## config.mk

```make
export PLATFORM = sky130hd
export DESIGN_NAME = citr_top
export DESIGN_NICKNAME = d
export VERILOG_FILES = /design/src/citr_pkg.sv /design/src/citr_stage.sv /design/src/citr_top.sv
export SDC_FILE = /design/constraint.sdc
export NUM_CORES = 1
export LEC_CHECK = 0
export ABC_CLOCK_PERIOD_IN_PS = 3150
export BUFFER_PORTS_ARGS = -buffer_cell sky130_fd_sc_hd__buf_2
export CAP_MARGIN = 20
export CORE_MARGIN = 1.5
export CORE_UTILIZATION = 55
export CTS_CLUSTER_SIZE = 25
export DETAILED_ROUTE_END_ITERATION = 6
export HOLD_SLACK_MARGIN = 0.02
export PLACE_DENSITY = 0.8
export SYNTH_ARGS = -nofsm -noshare
export SYNTH_HDL_FRONTEND = slang
export SYNTH_SLANG_ARGS = --single-unit
export TNS_END_PERCENT = 50
```

## constraint.sdc

```tcl
create_clock -name mclk -period 3.15 [get_ports mclk]
set_input_delay 0.1575 -clock mclk [delete_from_list [all_inputs] [get_ports mclk]]
set_output_delay 0.1575 -clock mclk [all_outputs]
set_load 0.005 [all_outputs]
```

## src/citr_pkg.sv

```systemverilog
// constants for the crystal interval timer and time-of-day block
// assumes an sfr port from the core and a crystal tick input on mclk
package citr_pkg;
	// sfr addresses
	localparam logic [7:0] ADDR_TIMER_CONTROL = 8'ha1;
	localparam logic [7:0] ADDR_FRACTION = 8'ha2;
	localparam logic [7:0] ADDR_ONE_HZ = 8'ha3;
	localparam logic [7:0] ADDR_SIXTY_SECOND = 8'ha4;
	localparam logic [7:0] ADDR_HOUR = 8'ha5;
	localparam logic [7:0] ADDR_INTERVAL_TARGET = 8'ha6;
	// timer_control field positions
	localparam int BIT_TIME_CLOCK_EN = 0;
	localparam int BIT_INTERVAL_EN = 1;
	localparam int BIT_MATCH_FLAG = 2;
	localparam int BIT_ONE_SHOT = 3;
	localparam int BIT_TB_LO = 4;
	localparam int BIT_TB_HI = 5;
	// reset values
	localparam logic [7:0] RST_TIMER_CONTROL = 8'h00;
	localparam logic [7:0] RST_TIME_REG = 8'h00;
	localparam logic [7:0] RST_INTERVAL_TARGET = 8'h00;
	// crystal ticks per 1/128 second step (32768 hz / 128)
	localparam int XTAL_TICKS_PER_STEP = 256;
	localparam logic [7:0] PRESCALE_LAST = 8'(XTAL_TICKS_PER_STEP - 1);
	// last value of each time stage before rollover
	localparam logic [7:0] FRACTION_LAST = 8'h7f;
	localparam logic [7:0] ONE_HZ_LAST = 8'h3b;
	localparam logic [7:0] SIXTY_SECOND_LAST = 8'h3b;
	localparam logic [7:0] HOUR_LAST = 8'h17;
	// interrupt vector reported on wake
	localparam logic [15:0] WAKE_VECTOR = 16'h0053;
	// timebase selections
	typedef enum logic [1:0] {
		citr_tb_fraction,
		citr_tb_seconds,
		citr_tb_minutes,
		citr_tb_hours
	} citr_tb_type;
endpackage : citr_pkg

```

## src/citr_stage.sv

```systemverilog
// one rolling time stage: counts to a last value, wraps to zero
// assumes step is a one-cycle pulse on mclk; load and clear are exclusive
`timescale 1ns/1ps
module citr_stage #(
	parameter logic [7:0] LAST = 8'h3b
) (
	input wire logic mclk, // system clock
	input wire logic rst, // synchronous reset, active high
	input wire logic clear, // force count to zero
	input wire logic step, // advance by one
	input wire logic load, // software write strobe
	input wire logic [7:0] load_val, // software write data
	output logic [7:0] count_q, // current count
	output logic wrap // step taken at the last value
);
	import citr_pkg::*;
	logic [7:0] count_d;

	// wrap is combinational so the next stage steps in the same cycle
	assign wrap = step && (count_q == LAST);

	// next value: clear beats load beats step
	always_comb begin
		count_d = count_q;
		if (clear) begin
			count_d = 8'h00;
		end else if (load) begin
			count_d = load_val;
		end else if (wrap) begin
			count_d = 8'h00;
		end else if (step) begin
			count_d = count_q + 8'h01;
		end
	end

	// registers
	always_ff @(posedge mclk) begin
		if (rst) begin
			count_q <= RST_TIME_REG;
		end else begin
			count_q <= count_d;
		end
	end
endmodule : citr_stage

```

## src/citr_top.sv

```systemverilog
// crystal interval timer and time-of-day counter behind the sfr port
// assumes the core drives sfr strobes synchronous to mclk and the crystal
// tick arrives as a one-cycle pulse on mclk at the crystal rate
//
// Notes on behaviour
// - time base comes from crystal, not pll
// - counting continues during power-down
// - fraction counts 0..127 at 1/128 second
// - seconds count 0..59, carry to minutes
// - minutes count 0..59, carry to hours
// - hours count 0..23, then wrap to zero
// - two-bit select picks interval timebase overflow
// - counter equal to target sets match flag
// - flag plus enable requests processor interrupt
// - in power-down, flag plus enable wakes to vector 0053
// - one-shot timeout clears interval enable
// - otherwise counter reloads and runs again
// - interval enable off stops and zeroes counter
// - clock enable off stops, clears time registers
// - time registers writable while clock disabled
`timescale 1ns/1ps
module citr_top (
	input wire logic mclk, // system clock, 40 mhz
	input wire logic rst, // synchronous reset, active high
	input wire logic xtal_tick, // one pulse per crystal cycle
	input wire logic power_down, // core is in power-down
	input wire logic intv_irq_en, // interval interrupt enable from core
	input wire logic [7:0] sfr_addr, // sfr address
	input wire logic [7:0] sfr_wdata, // sfr write data
	input wire logic sfr_wr, // sfr write strobe
	input wire logic sfr_rd, // sfr read strobe
	output logic [7:0] sfr_rdata_q, // read data, one cycle after sfr_rd
	output logic irq_q, // interrupt request level
	output logic wake_q, // wake request level while powered down
	output logic [15:0] wake_vector_q // vector to resume at on wake
);
	import citr_pkg::*;

	logic [7:0] control_q, control_d;
	logic [7:0] target_q, target_d;
	logic [7:0] interval_q, interval_d;
	logic [7:0] prescale_q, prescale_d;
	logic [7:0] rdata_d;
	logic irq_d, wake_d;
	logic [15:0] vector_d;
	logic [7:0] stage_count [4];
	logic [3:0] stage_wrap;
	logic [3:0] stage_step;
	logic [3:0] stage_load;
	logic tick_step, tb_step, hit, tc_fall, wr_ctl;
	logic [7:0] interval_inc;
	citr_tb_type tb_sel;

	// address decode for the write paths; the read mux decodes sfr_addr itself
	function automatic logic is_addr(input logic [7:0] a,
			input logic [7:0] ref_a);
		is_addr = (a == ref_a);
	endfunction : is_addr

	assign tb_sel = citr_tb_type'(control_q[BIT_TB_HI:BIT_TB_LO]);
	assign wr_ctl = sfr_wr && is_addr(sfr_addr, ADDR_TIMER_CONTROL);
	// the clock enable falls only through a control write
	assign tc_fall = control_q[BIT_TIME_CLOCK_EN] &&
		!control_d[BIT_TIME_CLOCK_EN];

	// crystal prescaler: mclk never steps time, so pll changes cannot skew it
	always_comb begin
		prescale_d = prescale_q;
		if (!control_q[BIT_TIME_CLOCK_EN]) begin
			prescale_d = 8'h00;
		end else if (xtal_tick) begin
			prescale_d = prescale_q + 8'h01;
		end
	end
	// power_down is never looked at here, so time keeps running asleep
	assign tick_step = control_q[BIT_TIME_CLOCK_EN] && xtal_tick &&
		(prescale_q == PRESCALE_LAST);

	// time stages: fraction stepped by the prescaler, each other by the carry of the one below
	generate
		for (genvar i = 0; i < 4; i++) begin : g_stage
			localparam logic [7:0] LAST_V = (i == 0) ? FRACTION_LAST :
				(i == 1) ? ONE_HZ_LAST :
				(i == 2) ? SIXTY_SECOND_LAST : HOUR_LAST;
			localparam logic [7:0] ADDR_V = ADDR_FRACTION + 8'(i);
			if (i == 0) begin : g_first
				assign stage_step[i] = tick_step;
			end else begin : g_carry
				assign stage_step[i] = stage_wrap[i-1];
			end
			// writes land only while the clock is stopped
			assign stage_load[i] = sfr_wr && is_addr(sfr_addr, ADDR_V) &&
				!control_q[BIT_TIME_CLOCK_EN];
			citr_stage #(
				.LAST(LAST_V)
			) u_stage (
				.mclk(mclk),
				.rst(rst),
				.clear(tc_fall),
				.step(stage_step[i]),
				.load(stage_load[i]),
				.load_val(sfr_wdata),
				.count_q(stage_count[i]),
				.wrap(stage_wrap[i])
			);
		end
	endgenerate

	// selected timebase: fraction steps, or a stage's overflow
	assign tb_step = stage_step[tb_sel];
	assign interval_inc = interval_q + 8'h01;
	assign hit = control_q[BIT_INTERVAL_EN] && tb_step &&
		(interval_inc == target_q);

	// control, target and interval counter
	always_comb begin
		control_d = control_q;
		target_d = target_q;
		interval_d = interval_q;
		if (wr_ctl) begin
			// reserved bits 6 and 7 are dropped and read as zero
			control_d = {2'b00, sfr_wdata[5:0]};
		end
		if (sfr_wr && is_addr(sfr_addr, ADDR_INTERVAL_TARGET)) begin
			target_d = sfr_wdata;
		end
		if (!control_q[BIT_INTERVAL_EN]) begin
			interval_d = 8'h00;
		end else if (hit) begin
			interval_d = 8'h00;
			// a control write in the same cycle keeps the written enable
			if (control_q[BIT_ONE_SHOT] && !wr_ctl) begin
				control_d[BIT_INTERVAL_EN] = 1'b0;
			end
		end else if (tb_step) begin
			interval_d = interval_inc;
		end
		// a match in the clearing cycle must not be lost
		if (hit) begin
			control_d[BIT_MATCH_FLAG] = 1'b1;
		end
	end

	// read mux and status outputs
	always_comb begin
		rdata_d = sfr_rdata_q;
		if (sfr_rd) begin
			unique case (sfr_addr)
				ADDR_TIMER_CONTROL: rdata_d = control_q;
				ADDR_FRACTION: rdata_d = stage_count[0];
				ADDR_ONE_HZ: rdata_d = stage_count[1];
				ADDR_SIXTY_SECOND: rdata_d = stage_count[2];
				ADDR_HOUR: rdata_d = stage_count[3];
				ADDR_INTERVAL_TARGET: rdata_d = target_q;
				default: rdata_d = 8'h00;
			endcase
		end
		irq_d = control_q[BIT_MATCH_FLAG] && intv_irq_en;
		wake_d = irq_d && power_down;
		vector_d = wake_d ? WAKE_VECTOR : 16'h0000;
	end

	// registers
	always_ff @(posedge mclk) begin
		if (rst) begin
			control_q <= RST_TIMER_CONTROL;
			target_q <= RST_INTERVAL_TARGET;
			interval_q <= 8'h00;
			prescale_q <= 8'h00;
			sfr_rdata_q <= 8'h00;
			irq_q <= 1'b0;
			wake_q <= 1'b0;
			wake_vector_q <= 16'h0000;
		end else begin
			control_q <= control_d;
			target_q <= target_d;
			interval_q <= interval_d;
			prescale_q <= prescale_d;
			sfr_rdata_q <= rdata_d;
			irq_q <= irq_d;
			wake_q <= wake_d;
			wake_vector_q <= vector_d;
		end
	end
endmodule : citr_top

```

[Word-level counts from Yosys, hierarchy flattened]
Cells that the tools add are included.
Storage, ports and cells
  flip-flop bits (word level): 88
  bits in latches: 0
  RAM bits: 0
  ROM bits: 0
  output and inout bits: 26
  memories: 0
Cells by class
  add/sub/neg operators: 6
  multiply operators: 0
  divide/modulo/power cells: 0
  magnitude comparators: 1
  equality and inequality tests: 12
  shift operators: 0
  multiplexer cells: 21
  bitwise logic cells: 2
  reduce and logical (&&, ||, !) cells: 33
Operators with widths (number)
  8-bit two-way mux: 12
  8-bit equality test (second input constant): 7
  8-bit by 1-bit adder with 8-bit output (second input constant): 6
  8-bit case mux with 6 select lines: 1
  1-bit logical AND: 22
  8-bit by 6-bit equality test with 1-bit output (second input constant): 2
  3-bit nonzero test: 4
  8-bit by 5-bit equality test with 1-bit output (second input constant): 1
  8-bit by 7-bit equality test with 1-bit output (second input constant): 1
  8-bit equality test: 1
  7-bit two-way mux: 1
  1-bit two-way mux: 5
  2-bit OR reduction: 2
  1-bit logical NOT: 3
  2-bit by 3-bit < comparator with 1-bit output (second input constant): 1
  3-bit two-way mux: 1
  3-bit OR reduction: 1
  1-bit binary-select mux with 2-bit select: 1
  1-bit inverter: 2
  2-bit nonzero test: 1

[Depth between registers and ports, before layout]
  word-level depth: 11
  depth in mapped cells: 8
  mapped depth without buffers: 7

[Cells and area by module]
From an unflattened synthesis, not the netlist that was laid out.
Unflattened totals
  cells, all modules: 531
  area, all modules: 4580.6 um2
By module, submodules not included
  citr_top: instances 1, cells an instance 295, area an instance 2571.2 um2, sequential area each 800.8 um2
  citr_stage at g_stage[1].u_stage ...: instances 2, cells an instance 58, area an instance 491.7 um2, sequential area each 160.2 um2
  citr_stage at g_stage[0].u_stage: instances 1, cells an instance 64, area an instance 521.8 um2, sequential area each 160.2 um2
  citr_stage at g_stage[3].u_stage: instances 1, cells an instance 56, area an instance 504.2 um2, sequential area each 160.2 um2

[Least setup slack after synthesis]
No wires, ideal clock.
  path type: register -> register
  start point: reg g_stage[1].u_stage.count_q[5]
  end point: reg interval_q[7]
  setup time: 0.074 ns
  arrival time: 2.423 ns
  data required time: 3.076 ns
  path slack: 0.653 ns
  stages on the path, launching flop included: 8
  path through: dfxtp_1 or3b_1 or4_4 a21o_1 or2_0 buf_2 or4b_1 a31oi_1
Between the ends
  cells in the longest elaborated chain, start to end: 8
Ends and longest elaborated chain
  start, declared: line citr_stage.sv:13  | output logic [7:0] count_q,
  start signal, assigned: line citr_stage.sv:41  | count_q <= count_d;
  8-bit by 6-bit equality test with 1-bit output *: line citr_stage.sv:20  | assign wrap = step && (count_q == LAST);
  1-bit logical AND *: line citr_stage.sv:20
  1-bit logical AND: line citr_stage.sv:20
  1-bit binary-select mux with 2-bit select *: line citr_top.sv:110  | assign tb_step = stage_step[tb_sel];
  1-bit two-way mux (implied by the code) *: line citr_top.sv:110
  1-bit logical AND (2 in series): line citr_top.sv:112  | assign hit = control_q[BIT_INTERVAL_EN] && tb_step &&
  3-bit OR reduction (no source line)
  end signal, assigned: line citr_top.sv:177  | interval_q <= interval_d;
  end, declared: line citr_top.sv:41  | logic [7:0] interval_q, interval_d;
Every way passes the cells marked *; elsewhere a longest branch is shown, timed or not. The select of a mux whose other input is x is not followed.
A chain may end at the register's enable or synchronous reset.

[Worst setup path after layout]
  start point: reg g_stage[2].u_stage.count_q[0]
  end point: reg g_stage[3].u_stage.count_q[0]
Between the ends
  cells in the longest elaborated chain, start to end: 5
  elaborated cells between the ends (all ways): 6
  classes of those cells: eq/ne: 1; mux: 2; reduce/logical: 3
Ends and longest elaborated chain
  start, declared: line citr_stage.sv:13
  start signal, assigned: line citr_stage.sv:41
  8-bit by 6-bit equality test with 1-bit output *: line citr_stage.sv:20
  1-bit logical AND *: line citr_stage.sv:20
  1-bit logical AND: line citr_stage.sv:20
  8-bit two-way mux: line citr_stage.sv:29  | end else if (wrap) begin
  8-bit two-way mux: line citr_stage.sv:27  | end else if (load) begin
  end signal, assigned: line citr_stage.sv:41
  end, declared: line citr_stage.sv:13
Every way passes the cells marked *; elsewhere a longest branch is shown, timed or not.

==> flow_summary.yaml <==
synthesis:
  ys_warn_count: 0
  yosysSeqAreaShare_pct: 33.6
  synth_top_cell_by_area: "dfxtp_1"
  syn_area_per_cell_um2: 7.78
  yosysUniqueCellTypes: 57
  synth_flop_cell: "dfxtp_1"
  netlist_area_um2: 4280
  synth_edf_count: 0
  synth_area_leaders: "dfxtp_1 34%, nor2_1 7.2%, mux2i_1 7.0%"
  ys_ff_latch: 72
  async_flop_share_pct: 0
  synth.top_cell.area_share_pct: 33.6
  syn_inst: 551
finish:
  num_antenna_cells: 0
  nNetsFinal: 606
  finalInstanceArea_um2: 4710
  area_delta_synth_final_pct: 9.93
  drive_gt1_share_pct: 11.0
floorplan:
  die_area_um2: 8330
  start_util_pct: 57.8
  fp.dieW_um: 91.3
  ios: 49
  placementRows: 31
  fp.dieH_um: 91.3
  fp.coreArea_um2: 7410
timing:
  finalSetupViolations: 0
  whs_ns: 0.0653
  relSlewSlack_pct: 57.3
  clock.fmax_ghz: 0.370
  setup-tns-final_ns: 0
  hold_viol: 0
  min_period_ns: 2.71
  maxSlewViolCount: 0
  post-route-period-util_pct: 85.9
  worstMarginPinSlew_ns: 0.634
  rsz0062_at_grt: "false"
  skew_ns: 0.00746
  setup_slack_ns: 0.445
run:
  maxCapViolCount: 0
drt:
  top_layer: "met4"
  drt-total-wl_um: 12100
  dr_total_vias: 4292
  dr_wl_met2_um: 5400
  routedWlPerCell_um: 17.8
  route.met3.wl_um: 1130
  vias_per_cell: 6.30
  drtIter0Drc: 453
  ant_nets: 0
  met1_length_um: 5050
  drt_first_pass_iters: 5
  drc: 0
grt:
  grt.overflow.total: 0
  grt_pass1_vias: 3970
  grt_pass1_wl_um: 19600
  grt_use_total_pct: 30.1
  antenna_found_initial: 0
  grt_max_degree: 28
placement:
  place_area_um2: 4480
  port_buffers: 36
  dp_hpwl_um: 8840
  gp_congestion: 0.955
  dpl_worst_slack_ns: 0.472
clocking:
  cts_tree: "built"
  insertion_delay_ns: 0.36
  numCtsBuffers: 9
  numClockSinks: 72
  htree_levels: 3
  clk_pin_slew_ns: 0.08
  ctsLongestPathBuffers: 2
  clockRootBuffer: "clkbuf_8"
min_path:
  hp-class: "input pin to flop"
setup_path:
  startpoint_type: "flop"
  crit_required_ns: 3.39
  path_max_fanout: 12
  end_kind: "flop"
  worstPathArrival_ns: 2.95
  critPathKind: "flop to flop"
  rrSetupSlack_ns: 0.44
power_and_ir_drop:
  leakagePower_nw: 1.72
  ir_drop_mv: 0.208
  powerDensity_nw_per_um2: 390
status:
  status: "completed"
-- kinds of logic after synthesis --
kind of cell / count (synthesis) / synth area share, %
multiplexers: 32 / 7.54
flip-flops: 72 / 33.6
AO/OA/AOI/OAI: 119 / 17.6
other: 1 / 0.0875
XOR/XNOR: 22 / 4.50
adder cells (fa/ha/maj): 6 / 1.75
AND/OR/NAND/NOR: 249 / 29.0
buffers and inverters: 50 / 5.81
-- power breakdown --
| group | switching, W | internal [W] | total (W) | leakage [nW] |
|---|---|---|---|---|
| Combinational | 0.0000660 | 0.0000317 | 0.0000977 | 1.03 |
| Sequential | 0.00000494 | 0.000915 | 0.000920 | 0.581 |
| Clock | 0.000354 | 0.000466 | 0.000820 | 0.106 |
| Total | 0.000425 | 0.00141 | 0.00184 | 1.72 |
-- Yosys cell counts (13+ instances only) --
cell      instances
a21oi_1          42
clkbuf_1         22
nand2_1          38
buf_4            16
nor2_1           82
o21ai_0          15
nand4_1          14
nor3_1           14
nand3_1          39
xnor2_1          13
mux2i_1          30
dfxtp_1          72
-- routing by layer --
| metal | vias up | GRT usage (%) |
|---|---|---|
| met4 | 0 | 14.3 |
| met3 | 44 | 8.29 |
| met2 | 216 | 46.5 |
| li1 | 2035 | - |
| met5 | - | 0 |
| met1 | 1997 | 38.7 |
-- layout make-up --
| class | instances | area, um^2 |
|---|---|---|
| clock inverter | 5 | 80.1 |
| tap | 99 | 124 |
| sequential | 72 | 1440 |
| clock buffer | 11 | 141 |
| fill | 670 | 2700 |
| multi-input combinational | 440 | 2640 |
| inverter | 9 | 33.8 |
| timing repair buffer | 45 | 250 |
-- critical path, cell delays in order, from the launching register on --
cell	delay [ns]
dfxtp_1	0.41
ha_1	0.28
nand4_1	0.24
or4_1	0.51
or3_1	0.61
and2_1	0.27
o21ai_0	0.18
a21oi_1	0.09
-- final timing paths --
| kind | from | end | cells past startpoint |
|---|---|---|---|
| max reg2reg | g_stage[2].u_stage.count_q[0] | g_stage[3].u_stage.count_q[0] | 7 |
| max | g_stage[2].u_stage.count_q[0] | g_stage[3].u_stage.count_q[0] | 7 |
| min reg2reg | sfr_rdata_q[7] | sfr_rdata_q[7] | 2 |
| min | intv_irq_en | irq_q | 3 |
-- registers in the layout (all words and copies together), names as in the netlist --
register	flops
target_q	8
irq_q	1
interval_q	8
sfr_rdata_q	8
g_stage.u_stage.count_q	32
prescale_q	8
wake_vector_q	1
control_q	6
-- stage by stage --
stage                     util (%)  total power (W)  instances
after floorplan                  -          0.00100        562
after global placement        60.4          0.00103        664
after detailed placement      60.4          0.00104        664
after CTS                     63.6          0.00186        681
after global routing          63.6          0.00190        681
final                         63.6          0.00184        681
-- layout by cell type (no fill, tap or decap), drive strengths merged, types with 3 or more instances in the layout --
cell type	count
a32oi	3
mux2i	30
and3	7
a21o	3
inv	9
conb	12
nor3b	6
nand2b	7
ha	6
o22ai	4
nand3	39
nor2b	5
a22oi	6
a21oi	42
or3	5
or4	3
xnor2	13
o21ai	15
buf	44
nor3	14
a311oi	7
nand2	38
nor2	82
clkbuf	11
xor2	9
nand4	14
a31oi	12
nand3b	5
dfxtp	72
and2	6
nor4	6
a211oi	12
o211ai	3
-- repair_timing --
| action | in CTS | in global routing |
|---|---|---|
| gates resized for setup | 0 | 0 |
| endpoints found under the setup margin | 0 | 0 |
| endpoints found under the hold margin | 1 | 0 |
| hold buffers | 1 | 0 |
| buffers inserted | 0 | 0 |
No activity file was read; power rests on OpenSTA's default activity.
